## src/verilog/dhi_defines.svh

```systemverilog
`ifndef DHI_DEFINES_SVH
`define DHI_DEFINES_SVH
// Bus mode strap codes, written as {bit2, bit1, bit0}.
`define DHI_MODE_I2C 3'h2
`define DHI_MODE_EDIR 3'h4
`define DHI_MODE_STROBE 3'h6
`define DHI_MODE_SERIAL 3'h0
// Upper six bits of the two-wire slave address.
`define DHI_I2C_ADDR_HI 6'h1e
// Control byte field positions.
`define DHI_CTRL_CONT_BIT 7
`define DHI_CTRL_DC_BIT 6
// Link-side timing in host clock cycles.
`define DHI_LINK_HALF_CYCLES 4
`define DHI_RESET_IDLE 8'h00
`endif

```

## src/verilog/dhi_pkg.sv

```systemverilog
package dhi_pkg;
	typedef enum logic [2:0] {
		DHI_BUS_SERIAL = 3'h0,
		DHI_BUS_EDIR = 3'h1,
		DHI_BUS_STROBE = 3'h2,
		DHI_BUS_I2C = 3'h3,
		DHI_BUS_NONE = 3'h4
	} dhi_bus_type;
	typedef enum logic [2:0] {
		DHI_ST_IDLE = 3'h0,
		DHI_ST_SETUP = 3'h1,
		DHI_ST_STROBE = 3'h2,
		DHI_ST_HOLD = 3'h3,
		DHI_ST_SHIFT = 3'h4
	} dhi_host_state_type;
endpackage : dhi_pkg

```

## src/verilog/dhi_link_if.sv

```systemverilog
`timescale 1ns/1ps
// Pins between the host and the display device.
interface dhi_link_if;
	logic init_pin_low;
	logic chip_sel_n;
	logic data_cmd_sel;
	logic strobe_e;
	logic strobe_rw;
	logic [2:0] bus_mode_pins;
	logic osc_select;
	logic outside_timebase_in;
	logic [7:0] host_data_out;
	logic [7:0] host_data_oe_n;
	logic [7:0] dev_data_out;
	logic [7:0] dev_data_oe_n;
	logic frame_sync_out;
	modport device (
		input init_pin_low, chip_sel_n, data_cmd_sel, strobe_e, strobe_rw,
		input bus_mode_pins, osc_select, outside_timebase_in, host_data_out,
		input host_data_oe_n,
		output dev_data_out, dev_data_oe_n, frame_sync_out
	);
	modport host (
		output init_pin_low, chip_sel_n, data_cmd_sel, strobe_e, strobe_rw,
		output bus_mode_pins, osc_select, outside_timebase_in, host_data_out,
		output host_data_oe_n,
		input dev_data_out, dev_data_oe_n, frame_sync_out
	);
endinterface : dhi_link_if

```

## src/verilog/dhi_sync.sv

```systemverilog
`timescale 1ns/1ps
// Two-flop synchroniser for a group of pin levels.
module dhi_sync #(
	parameter int WIDTH = 8
) (
	input wire logic sys_clk,
	input wire logic rst,
	input wire logic [WIDTH-1:0] async_in,
	output logic [WIDTH-1:0] sync_out
);
	logic [WIDTH-1:0] meta_reg;
	// The first stage feeds only the second stage.
	always_ff @(posedge sys_clk or posedge rst) begin
		if (rst) begin
			meta_reg <= '0;
			sync_out <= '0;
		end else begin
			meta_reg <= async_in;
			sync_out <= meta_reg;
		end
	end
endmodule : dhi_sync

```

## src/verilog/dhi_device.sv

```systemverilog
// Function
// - Low init pin resets device; host keeps high.
// - Serial and parallel access only while select is low.
// - Serial: data_cmd_sel high data, low command.
// - Two-wire mode: data_cmd_sel is address bit.
// - Enable-direction mode: cycle starts on enable rise.
// - Strobe mode: read starts on read low.
// - Direction high reads, low writes.
// - Strobe mode: write starts on write low.
// - Parallel modes use 8-bit two-way bus.
// - Serial: line 1 data, line 0 clock.
// - Two-wire: board joins lines 2,1; 0 clock.
// - Decode mode straps into four bus modes.
// - Oscillator select high runs internal oscillator.
// - Otherwise timebase comes from outside input.
// - Drive frame sync for tear-free writes.
// - 32 row outputs, two copies, off floats.
// - Column outputs float while display off.
// - Two-wire address low bit follows data_cmd_sel.
// - Control byte: continuation, data flag, zeros.
`timescale 1ns/1ps
`include "dhi_defines.svh"
module dhi_device #(
	parameter int ROWS = 32,
	parameter int COLS = 256,
	parameter int FRAME_TICKS = 64
) (
	input wire logic sys_clk,
	input wire logic rst,
	dhi_link_if.device link,
	input wire logic display_on,
	input wire logic [7:0] read_data,
	output logic [7:0] rx_byte,
	output logic rx_valid,
	output logic rx_is_data,
	output logic rd_strobe,
	output logic [ROWS-1:0] row_drive_a,
	output logic [ROWS-1:0] row_drive_b,
	output logic [ROWS-1:0] row_drive_oe_n,
	output logic [COLS-1:0] column_drive,
	output logic [COLS-1:0] column_drive_oe_n,
	output dhi_pkg::dhi_bus_type bus_mode
);
	import dhi_pkg::*;
	// ***********************************************************
	// Pin synchronisers.
	// ***********************************************************
	logic [15:0] pin_raw;
	logic [15:0] pin_s;
	logic [7:0] din;
	logic init_n, cs_n, dcs, pe, prw, osc_sel, tb_in;
	logic [2:0] straps;
	assign pin_raw = {link.init_pin_low, link.chip_sel_n, link.data_cmd_sel,
		link.strobe_e, link.strobe_rw, link.osc_select, link.outside_timebase_in,
		link.bus_mode_pins[0], link.host_data_out & ~link.host_data_oe_n};
	dhi_sync #(.WIDTH(16)) u_sync (
		.sys_clk(sys_clk),
		.rst(rst),
		.async_in(pin_raw),
		.sync_out(pin_s)
	);
	assign {init_n, cs_n, dcs, pe, prw, osc_sel, tb_in} = pin_s[15:9];
	assign din = pin_s[7:0];
	logic [2:0] straps_raw_s;
	dhi_sync #(.WIDTH(3)) u_strap_sync (
		.sys_clk(sys_clk),
		.rst(rst),
		.async_in(link.bus_mode_pins),
		.sync_out(straps_raw_s)
	);
	assign straps = straps_raw_s;
	// Held in reset while the init pin is low.
	logic run;
	assign run = init_n;

	// Strap decoding.
	function automatic dhi_bus_type decode_mode(input logic [2:0] s);
		case (s)
			`DHI_MODE_I2C: decode_mode = DHI_BUS_I2C;
			`DHI_MODE_EDIR: decode_mode = DHI_BUS_EDIR;
			`DHI_MODE_STROBE: decode_mode = DHI_BUS_STROBE;
			`DHI_MODE_SERIAL: decode_mode = DHI_BUS_SERIAL;
			default: decode_mode = DHI_BUS_NONE;
		endcase
	endfunction : decode_mode

	// Mode is captured while in init, after the clock runs.
	always_ff @(posedge sys_clk or posedge rst) begin
		if (rst) begin
			bus_mode <= DHI_BUS_NONE;
		end else if (!run) begin
			bus_mode <= decode_mode(straps);
		end
	end

	// ***********************************************************
	// Edge history.
	// ***********************************************************
	logic pe_d, prw_d, sclk_d, sda_d, tb_d;
	always_ff @(posedge sys_clk or posedge rst) begin
		if (rst) begin
			pe_d <= 1'b0;
			prw_d <= 1'b1;
			sclk_d <= 1'b0;
			sda_d <= 1'b1;
			tb_d <= 1'b0;
		end else begin
			pe_d <= pe;
			prw_d <= prw;
			sclk_d <= din[0];
			sda_d <= din[1];
			tb_d <= tb_in;
		end
	end
	logic sel;
	assign sel = run && !cs_n;
	logic e_rise, rd_fall, wr_fall, sclk_rise, sda_fall, sda_rise;
	assign e_rise = pe && !pe_d;
	assign rd_fall = !pe && pe_d;
	assign wr_fall = !prw && prw_d;
	assign sclk_rise = din[0] && !sclk_d;
	assign sda_fall = !din[1] && sda_d && din[0];
	assign sda_rise = din[1] && !sda_d && din[0];

	// ***********************************************************
	// Receive paths.
	// ***********************************************************
	logic [2:0] bit_cnt_reg;
	logic [7:0] shift_reg;
	logic i2c_phase_reg;
	logic i2c_addr_ok_reg;
	logic i2c_ack_reg;
	logic i2c_ctrl_seen_reg;
	logic i2c_dc_reg;
	logic i2c_cont_reg;
	logic [7:0] shifted;
	assign shifted = {shift_reg[6:0], din[1]};
	logic two_wire;
	assign two_wire = (bus_mode == DHI_BUS_I2C);

	// One process handles every bus mode since only one is strapped.
	always_ff @(posedge sys_clk or posedge rst) begin
		if (rst) begin
			rx_byte <= 8'h00;
			rx_valid <= 1'b0;
			rx_is_data <= 1'b0;
			rd_strobe <= 1'b0;
			bit_cnt_reg <= 3'h0;
			shift_reg <= 8'h00;
			i2c_phase_reg <= 1'b0;
			i2c_addr_ok_reg <= 1'b0;
			i2c_ack_reg <= 1'b0;
			i2c_ctrl_seen_reg <= 1'b0;
			i2c_dc_reg <= 1'b0;
			i2c_cont_reg <= 1'b0;
		end else begin
			rx_valid <= 1'b0;
			rd_strobe <= 1'b0;
			if (!run) begin
				bit_cnt_reg <= 3'h0;
				i2c_phase_reg <= 1'b0;
				i2c_addr_ok_reg <= 1'b0;
				i2c_ack_reg <= 1'b0;
			end else if (two_wire) begin
				// Two-wire receive; select pin is ignored in this mode.
				if (sda_fall) begin
					bit_cnt_reg <= 3'h0;
					i2c_phase_reg <= 1'b0;
					i2c_addr_ok_reg <= 1'b1;
					i2c_ctrl_seen_reg <= 1'b0;
					i2c_cont_reg <= 1'b1;
				end else if (sda_rise) begin
					i2c_addr_ok_reg <= 1'b0;
				end else if (!din[0] && sclk_d && i2c_ack_reg) begin
					i2c_ack_reg <= 1'b0;
				end else if (sclk_rise && i2c_addr_ok_reg && !i2c_ack_reg) begin
					shift_reg <= shifted;
					bit_cnt_reg <= bit_cnt_reg + 3'h1;
					if (bit_cnt_reg == 3'h7) begin
						i2c_ack_reg <= 1'b1;
						if (!i2c_phase_reg) begin
							// Address low bit follows data_cmd_sel; write only.
							i2c_addr_ok_reg <= (shifted == {`DHI_I2C_ADDR_HI, dcs, 1'b0});
							i2c_ack_reg <= (shifted == {`DHI_I2C_ADDR_HI, dcs, 1'b0});
							i2c_phase_reg <= 1'b1;
						end else if (!i2c_ctrl_seen_reg || i2c_cont_reg) begin
							// Control byte carries continuation and data flags.
							i2c_ctrl_seen_reg <= 1'b1;
							i2c_cont_reg <= shifted[`DHI_CTRL_CONT_BIT];
							i2c_dc_reg <= shifted[`DHI_CTRL_DC_BIT];
						end else begin
							rx_byte <= shifted;
							rx_is_data <= i2c_dc_reg;
							rx_valid <= 1'b1;
						end
					end
				end
			end else if (!sel) begin
				bit_cnt_reg <= 3'h0;
			end else if (bus_mode == DHI_BUS_SERIAL) begin
				if (sclk_rise) begin
					shift_reg <= shifted;
					bit_cnt_reg <= bit_cnt_reg + 3'h1;
					if (bit_cnt_reg == 3'h7) begin
						rx_byte <= shifted;
						rx_is_data <= dcs;
						rx_valid <= 1'b1;
					end
				end
			end else if (bus_mode == DHI_BUS_EDIR && e_rise) begin
				// Direction picks read or write.
				if (prw) begin
					rd_strobe <= 1'b1;
				end else begin
					rx_byte <= din;
					rx_is_data <= dcs;
					rx_valid <= 1'b1;
				end
			end else if (bus_mode == DHI_BUS_STROBE) begin
				if (rd_fall) begin
					rd_strobe <= 1'b1;
				end else if (wr_fall) begin
					rx_byte <= din;
					rx_is_data <= dcs;
					rx_valid <= 1'b1;
				end
			end
		end
	end

	// ***********************************************************
	// Read-back drive and two-wire acknowledge.
	// ***********************************************************
	logic rd_active;
	assign rd_active = sel && ((bus_mode == DHI_BUS_EDIR && prw && pe) ||
		(bus_mode == DHI_BUS_STROBE && !pe));
	// Data lines float unless a read is in progress or an ack is owed.
	always_ff @(posedge sys_clk or posedge rst) begin
		if (rst) begin
			link.dev_data_out <= 8'h00;
			link.dev_data_oe_n <= 8'hff;
		end else if (run && two_wire && i2c_ack_reg && !din[0]) begin
			link.dev_data_out <= 8'h00;
			link.dev_data_oe_n <= 8'hfb;
		end else if (run && two_wire) begin
			link.dev_data_out <= 8'h00;
			link.dev_data_oe_n <= 8'hff;
		end else if (rd_active) begin
			link.dev_data_out <= read_data;
			link.dev_data_oe_n <= 8'h00;
		end else begin
			link.dev_data_out <= 8'h00;
			link.dev_data_oe_n <= 8'hff;
		end
	end

	// ***********************************************************
	// Timebase, frame sync and panel drivers.
	// ***********************************************************
	logic tick;
	// Internal oscillator ticks each cycle; otherwise count outside edges.
	assign tick = osc_sel ? 1'b1 : (tb_in && !tb_d);
	logic [$clog2(FRAME_TICKS)-1:0] tick_cnt_reg;
	logic [$clog2(ROWS)-1:0] row_idx_reg;
	always_ff @(posedge sys_clk or posedge rst) begin
		if (rst) begin
			tick_cnt_reg <= '0;
			row_idx_reg <= '0;
			link.frame_sync_out <= 1'b0;
		end else if (!run) begin
			tick_cnt_reg <= '0;
			row_idx_reg <= '0;
			link.frame_sync_out <= 1'b0;
		end else if (tick) begin
			tick_cnt_reg <= tick_cnt_reg + 1'b1;
			if (&tick_cnt_reg) begin
				row_idx_reg <= row_idx_reg + 1'b1;
				// Pulses high over the last row for safe RAM writes.
				link.frame_sync_out <= (row_idx_reg == $clog2(ROWS)'(ROWS - 2));
			end
		end
	end
	// Both row copies match; all panel outputs float when off.
	always_ff @(posedge sys_clk or posedge rst) begin
		if (rst) begin
			row_drive_a <= '0;
			row_drive_b <= '0;
			row_drive_oe_n <= '1;
			column_drive <= '0;
			column_drive_oe_n <= '1;
		end else begin
			row_drive_a <= ROWS'(1) << row_idx_reg;
			row_drive_b <= ROWS'(1) << row_idx_reg;
			row_drive_oe_n <= {ROWS{!(display_on && run)}};
			column_drive <= {COLS{display_on}};
			column_drive_oe_n <= {COLS{!(display_on && run)}};
		end
	end
endmodule : dhi_device

```

## src/flat_wrapper.sv

```systemverilog
// flat-port wrapper written by rule: the top's interface ports become plain ports
module dhi_device_flat import dhi_pkg::*;
#(
	parameter int ROWS = 32,
	parameter int COLS = 256,
	parameter int FRAME_TICKS = 64
)
  (sys_clk, rst, display_on, read_data, rx_byte, rx_valid, rx_is_data, rd_strobe, row_drive_a, row_drive_b, row_drive_oe_n, column_drive, column_drive_oe_n, bus_mode, link_init_pin_low, link_chip_sel_n, link_data_cmd_sel, link_strobe_e, link_strobe_rw, link_bus_mode_pins, link_osc_select, link_outside_timebase_in, link_host_data_out, link_host_data_oe_n, link_dev_data_out, link_dev_data_oe_n, link_frame_sync_out);
  dhi_link_if link_i ();
  input wire logic sys_clk;
  input wire logic rst;
  input wire logic display_on;
  input wire logic [7:0] read_data;
  output logic [7:0] rx_byte;
  output logic rx_valid;
  output logic rx_is_data;
  output logic rd_strobe;
  output logic [ROWS-1:0] row_drive_a;
  output logic [ROWS-1:0] row_drive_b;
  output logic [ROWS-1:0] row_drive_oe_n;
  output logic [COLS-1:0] column_drive;
  output logic [COLS-1:0] column_drive_oe_n;
  output dhi_pkg::dhi_bus_type bus_mode;
  input wire logic [$bits(link_i.init_pin_low)-1:0] link_init_pin_low;
  input wire logic [$bits(link_i.chip_sel_n)-1:0] link_chip_sel_n;
  input wire logic [$bits(link_i.data_cmd_sel)-1:0] link_data_cmd_sel;
  input wire logic [$bits(link_i.strobe_e)-1:0] link_strobe_e;
  input wire logic [$bits(link_i.strobe_rw)-1:0] link_strobe_rw;
  input wire logic [$bits(link_i.bus_mode_pins)-1:0] link_bus_mode_pins;
  input wire logic [$bits(link_i.osc_select)-1:0] link_osc_select;
  input wire logic [$bits(link_i.outside_timebase_in)-1:0] link_outside_timebase_in;
  input wire logic [$bits(link_i.host_data_out)-1:0] link_host_data_out;
  input wire logic [$bits(link_i.host_data_oe_n)-1:0] link_host_data_oe_n;
  output wire logic [$bits(link_i.dev_data_out)-1:0] link_dev_data_out;
  output wire logic [$bits(link_i.dev_data_oe_n)-1:0] link_dev_data_oe_n;
  output wire logic [$bits(link_i.frame_sync_out)-1:0] link_frame_sync_out;
  assign link_i.init_pin_low = link_init_pin_low;
  assign link_i.chip_sel_n = link_chip_sel_n;
  assign link_i.data_cmd_sel = link_data_cmd_sel;
  assign link_i.strobe_e = link_strobe_e;
  assign link_i.strobe_rw = link_strobe_rw;
  assign link_i.bus_mode_pins = link_bus_mode_pins;
  assign link_i.osc_select = link_osc_select;
  assign link_i.outside_timebase_in = link_outside_timebase_in;
  assign link_i.host_data_out = link_host_data_out;
  assign link_i.host_data_oe_n = link_host_data_oe_n;
  assign link_dev_data_out = link_i.dev_data_out;
  assign link_dev_data_oe_n = link_i.dev_data_oe_n;
  assign link_frame_sync_out = link_i.frame_sync_out;
  dhi_device #(.ROWS(ROWS), .COLS(COLS), .FRAME_TICKS(FRAME_TICKS)) u_core (.sys_clk(sys_clk), .rst(rst), .link(link_i), .display_on(display_on), .read_data(read_data), .rx_byte(rx_byte), .rx_valid(rx_valid), .rx_is_data(rx_is_data), .rd_strobe(rd_strobe), .row_drive_a(row_drive_a), .row_drive_b(row_drive_b), .row_drive_oe_n(row_drive_oe_n), .column_drive(column_drive), .column_drive_oe_n(column_drive_oe_n), .bus_mode(bus_mode));
endmodule
```

## config.mk

```make
export PLATFORM = sky130hd
export DESIGN_NAME = dhi_device_flat
export DESIGN_NICKNAME = d
export VERILOG_FILES = /design/src/verilog/dhi_pkg.sv /design/src/verilog/dhi_link_if.sv /design/src/verilog/dhi_sync.sv /design/src/verilog/dhi_device.sv /design/src/flat_wrapper.sv
export VERILOG_INCLUDE_DIRS = /design/src /design/src/verilog
export SDC_FILE = /design/constraint.sdc
export NUM_CORES = 1
export LEC_CHECK = 0
export ABC_CLOCK_PERIOD_IN_PS = 6200
export BUFFER_PORTS_ARGS = -buffer_cell sky130_fd_sc_hd__buf_2
export CORE_AREA = 2 2 262 264
export CTS_BUF_LIST = sky130_fd_sc_hd__clkbuf_8
export DETAILED_ROUTE_END_ITERATION = 7
export DIE_AREA = 0 0 264 266
export PLACE_DENSITY = 0.36
export SLEW_MARGIN = 20
export SYNTH_ARGS = -nofsm -noshare
export SYNTH_HDL_FRONTEND = slang
export SYNTH_SLANG_ARGS = --single-unit
```

## constraint.sdc

```tcl
create_clock -name sys_clk -period 6.2 [get_ports sys_clk]
set_clock_uncertainty 0.05 [all_clocks]
set_input_delay 0 -clock sys_clk [delete_from_list [all_inputs] [get_ports sys_clk]]
set_output_delay 0 -clock sys_clk [all_outputs]
set_load 0.01 [all_outputs]
```

==> metrics.yaml <==
worst_setup_path:
  crit_top_cell: "ha_1"
  crit_path_end_kind: "flip-flop"
  critPathKind: "flip-flop to flip-flop"
  crit_fanout: 10
  max_stage_delay_ns: 0.74
  worstPathCellList: "ha_1 -> ha_1 -> and4bb_2 -> a211oi_1 -> nor4_4 -> mux2_2"
  crit_arrival_ns: 2.71
  start_kind: "flip-flop"
  slowest_stage: "nor4_4"
  worstPathRequired_ns: 6.49
power:
  p_leak_nw: 5.22
  ir_drop_mv: 0.117
  powerDensity_nw_per_um2: 202
  design_power_total_mw: 2.02
logic_synthesis:
  syn_area_sq_um: 9150
  synthCells: 942
  avgSynthCellArea_sq_um: 9.71
  synth.area.top_cells: "buf_4 48%, dfrtp_1 33%, mux2_2 3.7%"
  synth_ff_type: "dfrtp_1"
  synth_commonest_cells: "580 x buf_4, 121 x dfrtp_1, 37 x nor2_1"
  yosysMostFrequentCell: "buf_4"
  yosysWarnings: 0
  synth.ff_latch_count: 127
  async_flop_share: 1.00
  synthesis.nets: 988
  synth_enable_flop_cells: 0
  ys_seq_area_frac: 0.348
  synth.distinct_cells: 49
  yosysTopAreaCellShare: 0.476
  yosys.area.top_type: "buf_4"
place:
  gp_congestion: 0.703
  dpl.hpwl_mm: 14.1
  post-place-ws_ns: 3.72
  place_inst: 1911
  port_buffers: 675
route:
  vias: 5522
  drt_first_pass_iters: 4
  viasPerCell: 2.79
  drcViolationCount: 0
  drtAntennaViolNets: 0
  drt_iter0_drc: 150
  totalWireLength_mm: 19.0
  post_drt_wl_per_cell_um: 9.60
cts:
  insertion_delay_ns: 0.47
  clk_path_buf_depth: 2
  cts-root-buf: "clkbuf_8"
  cts_buffers: 17
  cts_num_sinks: 127
  htreeDepth: 4
  cts_setup_buffers: 0
  cts_tree: "yes"
  path_clk_slew_ns: 0.08
timing:
  worstMarginPinSlew_ns: 0.946
  max_freq_ghz: 0.414
  finalCritPeriodShare: 0.389
  rsz0062_at_grt: "false"
  period_needed_ns: 2.41
  finalHoldViolations: 0
  slew_violations: 0
  tns_ns: 0
  finalSetupViolations: 0
  max-slew-margin-rel: 0.369
  whs_ns: 0.118
  fin_ws_ns: 3.79
finish:
  regArea_sq_um: 3190
  final_nets: 1131
  n_antenna_cell: 0
  syn2layout_area_growth_pct: 9.59
  instances_no_fill: 1980
  largest_reg_flops: 32
  drive_above_1_share: 0.689
  multi_input_area_sq_um: 1520
  fillerInstances: 7700
global_route:
  grt_overflow: 0
  grt_max_degree: 215
  track_usage: 0.0469
  grt_pass1_wl_mm: 25.6
  antenna_found_initial: 0
  first_global_vias: 4276
floorplanning:
  dieHeight_um: 266
  start_util: 0.135
  ios: 676
  dieArea_sq_um: 70200
  dieWidth_um: 264
  core_sq_um: 67700
  rows: 96
flow_run:
  maxCapViolCount: 0
run_status:
  status: "complete, no violations"
worst_hold_path:
  hold_path_class: "input pin to flip-flop"
[critical path: cells and delay by family (launching register included)]
family / cells / cell delay [ns]
flip-flops: 1 / 0.37
adder cells (fa/ha/maj): 2 / 0.40
AO/OA/AOI/OAI: 1 / 0.07
multiplexers: 1 / 0.41
AND/OR/NAND/NOR: 2 / 0.99
[per-stage QoR]
step            util  area, sq um
2_1_floorplan      -         9150
5_1_grt        0.148        10000
3_3_place_gp   0.137         9270
6_report       0.148        10000
3_5_place_dp   0.137         9270
4_1_cts        0.147         9990
[worst paths after layout]
| kind | to | depth (start not counted) | startpoint | slack [ns] |
|---|---|---|---|---|
| setup / recovery | u_core.rx_byte[5] | 6 | u_core.bit_cnt_reg[0] | 3.79 |
| hold / removal | u_core.u_sync.meta_reg[13] | 2 | link_data_cmd_sel | 0.12 |
| max in group asynchronous | u_core.column_drive[0] | 4 | rst | 4.50 |
| hold reg to reg | u_core.u_sync.sync_out[12] | 0 | u_core.u_sync.meta_reg[12] | 0.30 |
| setup reg to reg | u_core.rx_byte[5] | 6 | u_core.bit_cnt_reg[0] | 3.79 |
| min in group asynchronous | u_core.shift_reg[6] | 3 | rst | 0.25 |
[cells in the final DEF (no fill, tap or decap), drive strengths merged, types with 2 or more instances in the layout]
| master | n |
|---|---|
| clkinvlp | 2 |
| o2111ai | 4 |
| a21oi | 6 |
| and2 | 3 |
| xor2 | 7 |
| xnor2 | 3 |
| clkbuf | 19 |
| buf | 680 |
| nand4b | 4 |
| dfstp | 6 |
| nand2b | 7 |
| and3 | 13 |
| nor2b | 11 |
| o31ai | 2 |
| nor2 | 37 |
| inv | 12 |
| a31oi | 3 |
| o21ai | 7 |
| mux2 | 30 |
| nand2 | 21 |
| and3b | 4 |
| nor3b | 3 |
| dfrtp | 121 |
| ha | 9 |
| nand3 | 4 |
| or2 | 3 |
| mux2i | 2 |
| o22ai | 3 |
| and4bb | 2 |
| nor3 | 4 |
| clkinv | 7 |
| a211oi | 3 |
| dlygate4sd3 | 36 |
| a32oi | 2 |
| or3 | 3 |
| nand3b | 3 |
[final cells by class]
class | count | area share
clock inverters | 13 | 0.0102
well taps | 882 | 0.110
clock buffers | 19 | 0.0261
flip-flops and latches | 127 | 0.319
multi-input cells | 214 | 0.152
repair buffers | 716 | 0.379
inverters | 9 | 0.00362
[what timing repair did]
action	CTS	global route
hold buffers	36	0
resized for setup	0	0
setup endpoints to repair	0	0
endpoints found under the hold margin	96	0
[power by group]
group / internal, mW / total, mW / leakage [nW] / switching [mW]
clock network: 0.332 / 0.685 / 0.195 / 0.354
registers: 0.866 / 0.905 / 1.66 / 0.0390
logic: 0.187 / 0.432 / 3.36 / 0.244
total: 1.38 / 2.02 / 5.22 / 0.637
[per-layer routing]
| metal | global-route usage | share of wire |
|---|---|---|
| met1 | 0.0529 | 0.40 |
| met2 | 0.0810 | 0.51 |
| met3 | 0.0150 | 0.076 |
| met4 | 0.0207 | 0.019 |
| met5 | 0 | 0 |
[kinds of logic after synthesis]
group / share of synthesized area
AOI/OAI and AO/OA: 0.0291
xor gates and xnor gates: 0.00958
adders and majority gates: 0.0123
buffers and inverters: 0.485
DFF: 0.348
muxes: 0.0391
and+or+nand+nor: 0.0765
Power figures use the tool's default switching activity.
